<file path="config.mk">
export PLATFORM = sky130hd
export DESIGN_NAME = bfte_exec
export DESIGN_NICKNAME = d
export VERILOG_FILES = /design/src/inc/bfte_pkg.sv /design/src/design/bfte_exec.sv
export SDC_FILE = /design/constraint.sdc
export NUM_CORES = 2
export LEC_CHECK = 0
export ABC_AREA = 1
export BUFFER_PORTS_ARGS = -buffer_cell sky130_fd_sc_hd__buf_2
export CAP_MARGIN = 20
export CORE_AREA = 3 3 583 585
export DETAILED_ROUTE_END_ITERATION = 12
export DIE_AREA = 0 0 586 588
export PLACE_DENSITY_LB_ADDON = 0.1
export SLEW_MARGIN = 20
export SYNTH_ARGS = -nofsm -noshare
export SYNTH_HDL_FRONTEND = slang
export SYNTH_SLANG_ARGS = --single-unit
</file>
<file path="constraint.sdc">
create_clock -name core_clk -period 22.3 [get_ports core_clk]
set_input_delay 6.69 -clock core_clk [delete_from_list [all_inputs] [get_ports core_clk]]
set_output_delay 6.69 -clock core_clk [all_outputs]
set_load 0.1 [all_outputs]
</file>
<file path="src/inc/bfte_pkg.sv">
// Constants and types for the bit-field, conditional trap and register flush unit.
// Notes on behaviour
// [RULE_01] Field extract shifts the field down to bit zero and clears bits above it.
// [RULE_02] Only the low-bit operand modulo 32 is used as the right shift.
// [RULE_03] Shifted value is ANDed with a mask of width low-order ones.
// [RULE_04] Masked traps fault when mask AND condition code is non-zero, else no effect.
// [RULE_05] Trap masks: unordered 000 up to ordered 111, in documented order.
// [RULE_06] Unordered trap faults exactly when the whole condition code is zero.
// [RULE_07] Flush writes every cached local set back to its frame save area.
// [RULE_08] After the flush every set except the current one is invalid.
// [RULE_09] A frame made current while invalid is reloaded from memory before use.
// [RULE_10] A return goes to the frame named by the pointer in r0.
// [RULE_11] Register-format opcode 66D decodes as the operand-less flush.
// [RULE_12] The trap mask is the low three bits of the control opcode.
package bfte_pkg;
  localparam logic [11:0] OP_EXTRACT   = 12'h651;
  localparam logic [11:0] OP_FLUSH     = 12'h66D;
  localparam logic [4:0]  OP_TRAP_HIGH = 5'h03;
  localparam logic [2:0]  MASK_UNORD   = 3'h0;
  localparam logic [2:0]  MASK_GT      = 3'h1;
  localparam logic [2:0]  MASK_EQ      = 3'h2;
  localparam logic [2:0]  MASK_GE      = 3'h3;
  localparam logic [2:0]  MASK_LT      = 3'h4;
  localparam logic [2:0]  MASK_NE      = 3'h5;
  localparam logic [2:0]  MASK_LE      = 3'h6;
  localparam logic [2:0]  MASK_ORD     = 3'h7;
  localparam int          LREG_COUNT   = 16;
  localparam logic [31:0] SAVE_OFS     = 32'h0000_0000;
  localparam logic [31:0] WORD_BYTES   = 32'h0000_0004;
  localparam logic [31:0] FRAME_ALIGN  = 32'hFFFF_FFC0;

  typedef struct packed {
    logic        valid;
    logic        is_ctrl;
    logic [11:0] opcode;
    logic [31:0] bitpos;
    logic [31:0] len;
    logic [31:0] src;
  } bfte_instr_t;

  typedef struct packed {
    logic        valid;
    logic [31:0] data;
  } bfte_result_t;

  typedef enum logic [1:0] {
    ST_IDLE   = 2'h0,
    ST_FLUSH  = 2'h1,
    ST_SPILL  = 2'h3,
    ST_RELOAD = 2'h2
  } bfte_state_t;
endpackage

</file>
<file path="src/design/bfte_exec.sv">
// Execution unit for field extract, conditional traps and local register flush.
`timescale 1ns/1ps
module bfte_exec
  import bfte_pkg::*;
#(
  parameter int NSETS = 4
) (
  input  wire logic         core_clk,
  input  wire logic         reset,
  input  wire bfte_instr_t  instr,
  input  wire logic [2:0]   arith_ctrl_cond_code,
  input  wire logic         ret_req,
  input  wire logic         call_req,
  input  wire logic [31:0]  call_frame,
  input  wire logic         lreg_we,
  input  wire logic [3:0]   lreg_idx,
  input  wire logic [31:0]  lreg_wdata,
  input  wire logic         mem_ack,
  input  wire logic [31:0]  mem_rdata,
  output bfte_result_t      result,
  output logic              trap_fault,
  output logic              done,
  output logic              busy,
  output logic              mem_req,
  output logic              mem_we,
  output logic [31:0]       mem_addr,
  output logic [31:0]       mem_wdata,
  output logic [31:0]       cur_frame
);
  localparam int SW = $clog2(NSETS);

  function automatic logic [31:0] field_mask(input logic [31:0] len);
    if (len >= 32'h0000_0020) begin
      field_mask = 32'hFFFF_FFFF;
    end else begin
      field_mask = (32'h0000_0001 << len[4:0]) - 32'h0000_0001; // RULE_03
    end
  endfunction

  function automatic int lidx(input logic [SW-1:0] s, input logic [3:0] w);
    lidx = int'(s) * LREG_COUNT + int'(w);
  endfunction

  logic [31:0]   lregs [NSETS*LREG_COUNT];
  logic [31:0]   frame_base [NSETS];
  logic [NSETS-1:0] set_valid;
  logic [SW-1:0] cur;
  logic [SW-1:0] ws;
  logic [3:0]    wi;
  logic [31:0]   pend_frame;
  bfte_state_t   state;

  wire logic        is_extract = instr.valid && !instr.is_ctrl && instr.opcode == OP_EXTRACT;
  wire logic        is_flush   = instr.valid && !instr.is_ctrl && instr.opcode == OP_FLUSH; // RULE_11
  wire logic        is_trap    = instr.valid && instr.is_ctrl && instr.opcode[7:3] == OP_TRAP_HIGH;
  wire logic [2:0]  trap_mask  = instr.opcode[2:0]; // RULE_12
  wire logic        trap_hit   = (trap_mask == MASK_UNORD) ?
                                 (arith_ctrl_cond_code == 3'h0) : // RULE_06
                                 ((trap_mask & arith_ctrl_cond_code) != 3'h0); // RULE_04 RULE_05
  wire logic [31:0] shifted    = instr.src >> instr.bitpos[4:0]; // RULE_02
  wire logic [31:0] extracted  = shifted & field_mask(instr.len); // RULE_01
  wire logic [SW-1:0] prev_set = cur - SW'(1);
  wire logic [SW-1:0] next_set = cur + SW'(1);
  wire logic [31:0] ret_frame  = lregs[lidx(cur, 4'h0)] & FRAME_ALIGN; // RULE_10
  wire logic [31:0] word_addr  = frame_base[ws] + SAVE_OFS + WORD_BYTES * {28'h0, wi};
  wire logic        last_word  = wi == 4'hF;
  wire logic        last_set   = ws == SW'(NSETS - 1);
  wire logic        word_done  = mem_req && mem_ack;
  wire logic        skip_set   = state == ST_FLUSH && !set_valid[ws] && !mem_req;

  always_ff @(posedge core_clk or posedge reset) begin
    if (reset) begin
      state      <= ST_IDLE;
      result     <= '0;
      trap_fault <= 1'b0;
      done       <= 1'b0;
      busy       <= 1'b0;
      mem_req    <= 1'b0;
      mem_we     <= 1'b0;
      mem_addr   <= 32'h0;
      mem_wdata  <= 32'h0;
      cur        <= '0;
      ws         <= '0;
      wi         <= 4'h0;
      pend_frame <= 32'h0;
      set_valid  <= '0;
    end else begin
      result.valid <= 1'b0;
      trap_fault   <= 1'b0;
      done         <= 1'b0;
      case (state)
        ST_IDLE: begin
          if (is_extract) begin
            result.valid <= 1'b1;
            result.data  <= extracted; // RULE_01
            done         <= 1'b1;
          end else if (is_trap) begin
            trap_fault <= trap_hit; // RULE_04
            done       <= 1'b1;
          end else if (is_flush) begin
            state <= ST_FLUSH; // RULE_07
            ws    <= '0;
            wi    <= 4'h0;
            busy  <= 1'b1;
          end else if (ret_req) begin
            cur        <= prev_set;
            ws         <= prev_set;
            wi         <= 4'h0;
            pend_frame <= ret_frame; // RULE_10
            if (!set_valid[prev_set] || frame_base[prev_set] != ret_frame) begin
              state               <= ST_RELOAD; // RULE_09
              busy                <= 1'b1;
              set_valid[prev_set] <= 1'b0;
            end else begin
              done <= 1'b1;
            end
          end else if (call_req) begin
            ws         <= next_set;
            wi         <= 4'h0;
            pend_frame <= call_frame;
            if (set_valid[next_set]) begin
              state <= ST_SPILL;
              busy  <= 1'b1;
            end else begin
              cur                 <= next_set;
              set_valid[next_set] <= 1'b1;
              done                <= 1'b1;
            end
          end
        end
        ST_FLUSH, ST_SPILL, ST_RELOAD: begin
          if (skip_set) begin
            ws <= ws + SW'(1);
            if (last_set) begin
              state     <= ST_IDLE;
              busy      <= 1'b0;
              done      <= 1'b1;
              set_valid <= set_valid & (NSETS'(1) << cur); // RULE_08
            end
          end else if (!mem_req) begin
            mem_req   <= 1'b1;
            mem_we    <= state != ST_RELOAD;
            mem_addr  <= word_addr;
            mem_wdata <= lregs[lidx(ws, wi)]; // RULE_07
          end else if (word_done) begin
            mem_req <= 1'b0;
            wi      <= wi + 4'h1;
            if (last_word) begin
              if (state == ST_FLUSH && !last_set) begin
                ws <= ws + SW'(1);
              end else begin
                state <= ST_IDLE;
                busy  <= 1'b0;
                done  <= 1'b1;
                if (state == ST_FLUSH) begin
                  set_valid <= set_valid & (NSETS'(1) << cur); // RULE_08
                end else begin
                  cur           <= ws;
                  set_valid[ws] <= 1'b1; // RULE_09
                end
              end
            end
          end
        end
        default: begin
          state <= ST_IDLE;
          busy  <= 1'b0;
        end
      endcase
    end
  end

  // Frame bases and register words carry no reset; validity bits guard them.
  always_ff @(posedge core_clk) begin
    if (state == ST_IDLE && call_req && !is_extract && !is_trap && !is_flush && !ret_req &&
        !set_valid[next_set]) begin
      frame_base[next_set] <= call_frame;
    end else if (state == ST_IDLE && ret_req && !is_extract && !is_trap && !is_flush) begin
      frame_base[prev_set] <= ret_frame;
    end else if (state == ST_SPILL && word_done && last_word) begin
      frame_base[ws] <= pend_frame;
    end
    if (state == ST_RELOAD && word_done) begin
      lregs[lidx(ws, wi)] <= mem_rdata; // RULE_09
    end else if (state == ST_IDLE && lreg_we) begin
      lregs[lidx(cur, lreg_idx)] <= lreg_wdata;
    end
  end

  always_ff @(posedge core_clk or posedge reset) begin
    if (reset) begin
      cur_frame <= 32'h0;
    end else if (done) begin
      cur_frame <= frame_base[cur];
    end
  end

  // Checks on the observable behaviour.
  logic [31:0] exp_extract;
  logic        exp_fault;
  always_ff @(posedge core_clk or posedge reset) begin
    if (reset) begin
      exp_extract <= 32'h0;
      exp_fault   <= 1'b0;
    end else begin
      exp_extract <= (instr.src >> (instr.bitpos % 32)) &
                     ((instr.len >= 32'h0000_0020) ? 32'hFFFF_FFFF :
                      ((32'h0000_0001 << instr.len[4:0]) - 32'h0000_0001));
      exp_fault   <= (instr.opcode[2:0] == 3'h0) ? (arith_ctrl_cond_code == 3'h0) :
                     ((instr.opcode[2:0] & arith_ctrl_cond_code) != 3'h0);
    end
  end

  a_extract_value: assert property (@(posedge core_clk) disable iff (reset) // RULE_01
    state == ST_IDLE && is_extract |=> result.valid && result.data == exp_extract)
    else $error("extract result wrong");
  a_extract_shift: assert property (@(posedge core_clk) disable iff (reset) // RULE_02
    state == ST_IDLE && is_extract && instr.len >= 32'h20 |=>
    result.data == exp_extract)
    else $error("shift amount not taken modulo 32");
  a_mask_width: assert property (@(posedge core_clk) disable iff (reset) // RULE_03
    state == ST_IDLE && is_extract && instr.len < 32'h20 |=>
    (result.data >> $past(instr.len[4:0])) == 32'h0)
    else $error("bits above field not cleared");
  a_trap_fault: assert property (@(posedge core_clk) disable iff (reset) // RULE_04
    state == ST_IDLE && is_trap && trap_mask != MASK_UNORD |=> trap_fault == exp_fault && done)
    else $error("masked trap outcome wrong");
  a_trap_unord: assert property (@(posedge core_clk) disable iff (reset) // RULE_06
    state == ST_IDLE && is_trap && trap_mask == MASK_UNORD |=>
    trap_fault == ($past(arith_ctrl_cond_code) == 3'h0))
    else $error("unordered trap outcome wrong");
  a_trap_masks: assert property (@(posedge core_clk) disable iff (reset) // RULE_05
    state == ST_IDLE && is_trap && trap_mask == MASK_LE && arith_ctrl_cond_code == MASK_GT
    |=> !trap_fault)
    else $error("less-or-equal mask fires on greater");
  a_flush_write: assert property (@(posedge core_clk) disable iff (reset) // RULE_07
    state == ST_FLUSH && mem_req |-> mem_we)
    else $error("flush issued a read");
  a_flush_inval: assert property (@(posedge core_clk) disable iff (reset) // RULE_08
    $fell(busy) && $past(state) == ST_FLUSH |-> set_valid == (NSETS'(1) << cur))
    else $error("flush left other sets valid");
  a_reload_read: assert property (@(posedge core_clk) disable iff (reset) // RULE_09
    state == ST_RELOAD && mem_req |-> !mem_we ##0 set_valid[ws] == 1'b0)
    else $error("reload not from memory");
  a_ret_target: assert property (@(posedge core_clk) disable iff (reset) // RULE_10
    state == ST_IDLE && ret_req && !instr.valid |=> pend_frame == $past(ret_frame))
    else $error("return target not from r0");
  a_flush_decode: assert property (@(posedge core_clk) disable iff (reset) // RULE_11
    state == ST_IDLE && is_flush |=> state == ST_FLUSH && busy)
    else $error("flush opcode not decoded");

  // Counts flush writes so the end of a flush can be held against the sets it found valid.
  logic [7:0] flush_words;
  logic [7:0] flush_expect;
  always_ff @(posedge core_clk or posedge reset) begin
    if (reset) begin
      flush_words  <= 8'h0;
      flush_expect <= 8'h0;
    end else if (state == ST_IDLE && is_flush) begin
      flush_words  <= 8'h0;
      flush_expect <= 8'($countones(set_valid) * LREG_COUNT);
    end else if (state == ST_FLUSH && word_done) begin
      flush_words <= flush_words + 8'h1;
    end
  end

  a_flush_count: assert property (@(posedge core_clk) disable iff (reset) // RULE_07
    $fell(busy) && $past(state) == ST_FLUSH |-> flush_words == flush_expect)
    else $error("flush wrote wrong number of words");
  a_flush_valid: assert property (@(posedge core_clk) disable iff (reset) // RULE_07
    state == ST_FLUSH && mem_req |-> set_valid[ws])
    else $error("flush wrote an invalid set");
  a_mem_hold: assert property (@(posedge core_clk) disable iff (reset) // RULE_07
    mem_req && !mem_ack |=> mem_req && $stable(mem_addr) && $stable(mem_wdata) &&
    $stable(mem_we))
    else $error("memory request changed before acknowledge");
  a_flush_keeps: assert property (@(posedge core_clk) disable iff (reset) // RULE_08
    state == ST_FLUSH |=> $stable(cur))
    else $error("flush moved the current set");
  a_ret_reload: assert property (@(posedge core_clk) disable iff (reset) // RULE_09
    state == ST_IDLE && ret_req && !instr.valid && !set_valid[prev_set] |=>
    state == ST_RELOAD && busy)
    else $error("return to invalid set did not reload");
  a_reload_end: assert property (@(posedge core_clk) disable iff (reset) // RULE_09
    $fell(busy) && $past(state) == ST_RELOAD |-> set_valid[cur])
    else $error("reloaded set not marked valid");
  a_extract_done: assert property (@(posedge core_clk) disable iff (reset) // RULE_01
    state == ST_IDLE && is_extract |=> done && !trap_fault)
    else $error("extract did not complete cleanly");

  c_fault_raised: cover property (@(posedge core_clk) disable iff (reset) trap_fault);
  c_flush_done: cover property (@(posedge core_clk) disable iff (reset)
    $fell(busy) && $past(state) == ST_FLUSH);
  c_reload_done: cover property (@(posedge core_clk) disable iff (reset)
    $fell(busy) && $past(state) == ST_RELOAD);
  c_spill_done: cover property (@(posedge core_clk) disable iff (reset)
    $fell(busy) && $past(state) == ST_SPILL);
  c_extract_seen: cover property (@(posedge core_clk) disable iff (reset) result.valid);
endmodule

</file>
==> flow_metrics.py <==
metrics = {
    "cts": {
        "clock-sinks": 2356,
        "clk_pin_slew_ps": 60,
        "cts_tree": "done",
        "clk-insertion-delay-late_ps": 900,
        "cts_resized": 0,
        "htreeDepth": 5,
        "clock_tree.buffer_depth": 4,
        "hold_buffers": 0,
        "cts_setup_buffers": 0,
        "clockRootBuffer": "clkbuf_16",
        "cts_buffers": 284,
    },
    "floorplan": {
        "die_h_um": 588,
        "ios": 353,
        "coreArea_um2": 336000,
        "start_util_pct": 29.9,
        "die_w_um": 586,
        "die_area_um2": 345000,
        "num_rows": 213,
    },
    "synth": {
        "avgSynthCellArea_um2": 11.1,
        "async_flop_share_pct": 7.64,
        "netlist_instances": 9013,
        "syn_area_um2": 100000,
        "synthFlopType": "edfxtp_1",
        "synth_warnings": 0,
        "synth_seq_cells": 2356,
        "synth_seq_area_share_pct": 69.6,
        "yosysUniqueCellTypes": 51,
        "synth-edff-count": 2176,
        "syn_nets": 9251,
    },
    "setup_path": {
        "worstSetupStartpoint": "lreg_we",
        "crit_buf_inv": 4,
        "crit_family": "simple AND/OR/NAND/NOR gates",
        "end_kind": "register",
        "r2r_end": "set_valid[2]",
        "arrival_ps": 10450,
        "rr_worst_depth": 18,
        "worstSetupPathType": "input port to register",
        "slowest_stage": "nor2_4",
        "crit_path_start_kind": "input port",
        "r2r_slack_ps": 16570,
        "slowest_delay_ps": 860,
        "critPathMaxFanout": 46,
        "r2r_start": "cur[0]",
        "cp.required_ps": 22790,
        "crit_chain": "buf_2 > nand2_2 > buf_4 > nand2_1 > o21ai_1 > inv_1 > nor3_1 > nand2_1 > nor2_4 > buf_4",
    },
    "cells_and_area": {
        "syn_to_final_growth_pct": 15.5,
        "final_cell_mix": "2176 x edfxtp_1, 1513 x nor2_1, 1430 x nand2_1, 1314 x o21ai_0, 520 x nand3_1",
        "fin_util_pct": 34.5,
        "postLayoutCellArea_um2": 116000,
        "fill_cells": 33400,
        "drive_gt1_share_pct": 10.9,
        "stdcell_count": 13800,
        "final_common_cell": "edfxtp_1",
        "fin_nets": 9437,
    },
    "routing": {
        "vias_per_cell": 5.23,
        "drc": 0,
        "drt-pass1-iter-count": 6,
        "antenna_left": 0,
        "drt-initial-drc-count": 6432,
        "wl_per_cell_um": 27.7,
        "drt-total-wl_mm": 383,
        "vias": 72400,
    },
    "timing": {
        "maxSlewViolCount": 0,
        "whs_ps": 473,
        "worst_slew_pin_slew_ps": 1190,
        "setup_slack_ps": 12350,
        "setup_tns_ps": 0,
        "fmax_ghz": 0.100,
        "fin_crit_sh_pct": 44.6,
        "skew_ps": 58.9,
        "finalSetupViolCount": 0,
        "finalCriticalPeriod_ps": 9950,
        "rsz0062_at_grt": "false",
        "max_slew_margin_pct": 20.4,
        "hold_viol": 0,
    },
    "outcome": {
        "status": "finished, final reports clean",
    },
    "power": {
        "finalPower_mw": 16.1,
        "pwr-share-clk_pct": 27.3,
        "sequentialPowerShare_pct": 35.4,
        "p_leak_nw": 39.8,
        "power_density_nw_per_um2": 139,
        "p_int_mw": 9.21,
        "p_sw_mw": 6.87,
        "peakVddDrop_v": 0.000125,
        "sw_frac_of_total_pct": 42.7,
        "power.share.combinational_pct": 37.3,
    },
    "place": {
        "hpwl_mm": 218,
        "dp_slack_ps": 11460,
        "postPlaceCellArea_um2": 107000,
        "routabilityCongestion": 0.817,
        "portBuffers": 325,
        "dp_cells": 13300,
    },
    "worst_hold_path": {
        "hold_depth": 2,
        "min_path_type": "register to register",
        "min-delay-start": "mem_addr[20]",
        "hold_end": "mem_addr[20]",
    },
    "global_route": {
        "grt_pass1_wl_mm": 534,
        "antenna_found_initial": 22,
        "track_usage_pct": 21.5,
        "grt_pass1_vias": 68900,
        "grt_max_degree": 163,
        "grt_overflow_total": 0,
    },
    "job": {
        "maxCapViolations": 0,
    },
}
==> power groups by stage <==
stage               clock [mW]  sequential [mW]  combinational, mW
CTS                       4.51             5.69               6.07
finish                    4.39             5.69               5.99
floorplan                    0             6.31               2.99
detailed placement           0             5.78               6.06
global route              4.67             5.72               6.47
global placement             0             5.77               6.03
==> sequential cells by signal, summed over array words and instances (netlist names), 4 cells and up <==
register	flops
lregs	2048
pend_frame	32
mem_addr	32
mem_wdata	32
result	33
frame_base	128
cur_frame	32
set_valid	4
wi	4
==> synthesized netlist by cell type (3+ instances only) <==
cell      number  area [µm²]
nor2_2         5        31.3
buf_4         11        82.6
o21a_1         3        22.5
clkinv_1       9        33.8
o31ai_1        6        45.0
nor2_1      1572        5900
a21oi_1      169         846
o22ai_1      268        1680
o211ai_1     219        1640
o21ai_1       15        75.1
nand2_1     1463        5490
dfrtp_1      180        4500
ha_1          18         225
nand3_1      520        2600
a22o_1         3        26.3
nand3b_1       5        37.5
xnor2_1        7        61.3
edfxtp_1    2176       65300
o221ai_1      63         552
nand4_1       77         482
o21ai_0     1314        6580
nor4_1        11        68.8
buf_2        125         626
buf_1         62         233
xor2_1        13         114
clkbuf_1     410        1540
inv_1        153         574
nor3_1        17        85.1
inv_2          8        30.0
nor3_2         3        30.0
mux2i_1        3        30.0
a32oi_1        3        26.3
a31oi_1       74         463
or2_2          8        50.1
==> cells by family after synthesis <==
group                    after synthesis  synth area share (%)
adder cells (fa/ha/maj)               19                 0.245
multiplexers                           3                0.0299
AO/OA/AOI/OAI                       2143                  12.0
flip-flops                          2356                  69.6
buffers and inverters                781                  3.12
AND/OR/NAND/NOR                     3691                  14.8
XOR/XNOR                              20                 0.175
==> cell type report <==
type	count	area, µm²	share of cell area (%)
antenna	17	42.5	0.0367
clock buffer	365	7590	6.55
clock inverter	136	1070	0.921
inverter	171	698	0.603
multi-input combinational	5876	27900	24.1
sequential	2356	69900	60.3
tap	4407	5510	4.76
timing repair buffer	510	3120	2.69
==> worst max-delay path by stage <==
stage                    end  slack [ps]  cells past startpoint
2_1_floorplan           busy       10720                      1
3_3_place_gp   lregs[10][12]       11530                     10
3_5_place_dp    lregs[10][8]       11460                     10
4_1_cts         lregs[10][6]       12410                     10
5_1_grt         lregs[10][6]       12140                     10
6_report        lregs[10][6]       12350                     10
==> routing by layer <==
metal	GRT usage (%)	up-vias	share of wire, %	routed length [µm]
met5	0	-	0	0
met4	5.72	0	2.6	10100
met3	2.32	470	5.1	19600
met2	34.8	2281	47	179000
met1	30.6	36800	46	174000
li1	-	32800	-	-
==> tightest hold or removal path, cell delays in order, from the launching register on <==
cell and delay, ps:
dfrtp_1 340, nand2_1 50, nand2_1 50
Power figures use the tool's default switching activity.
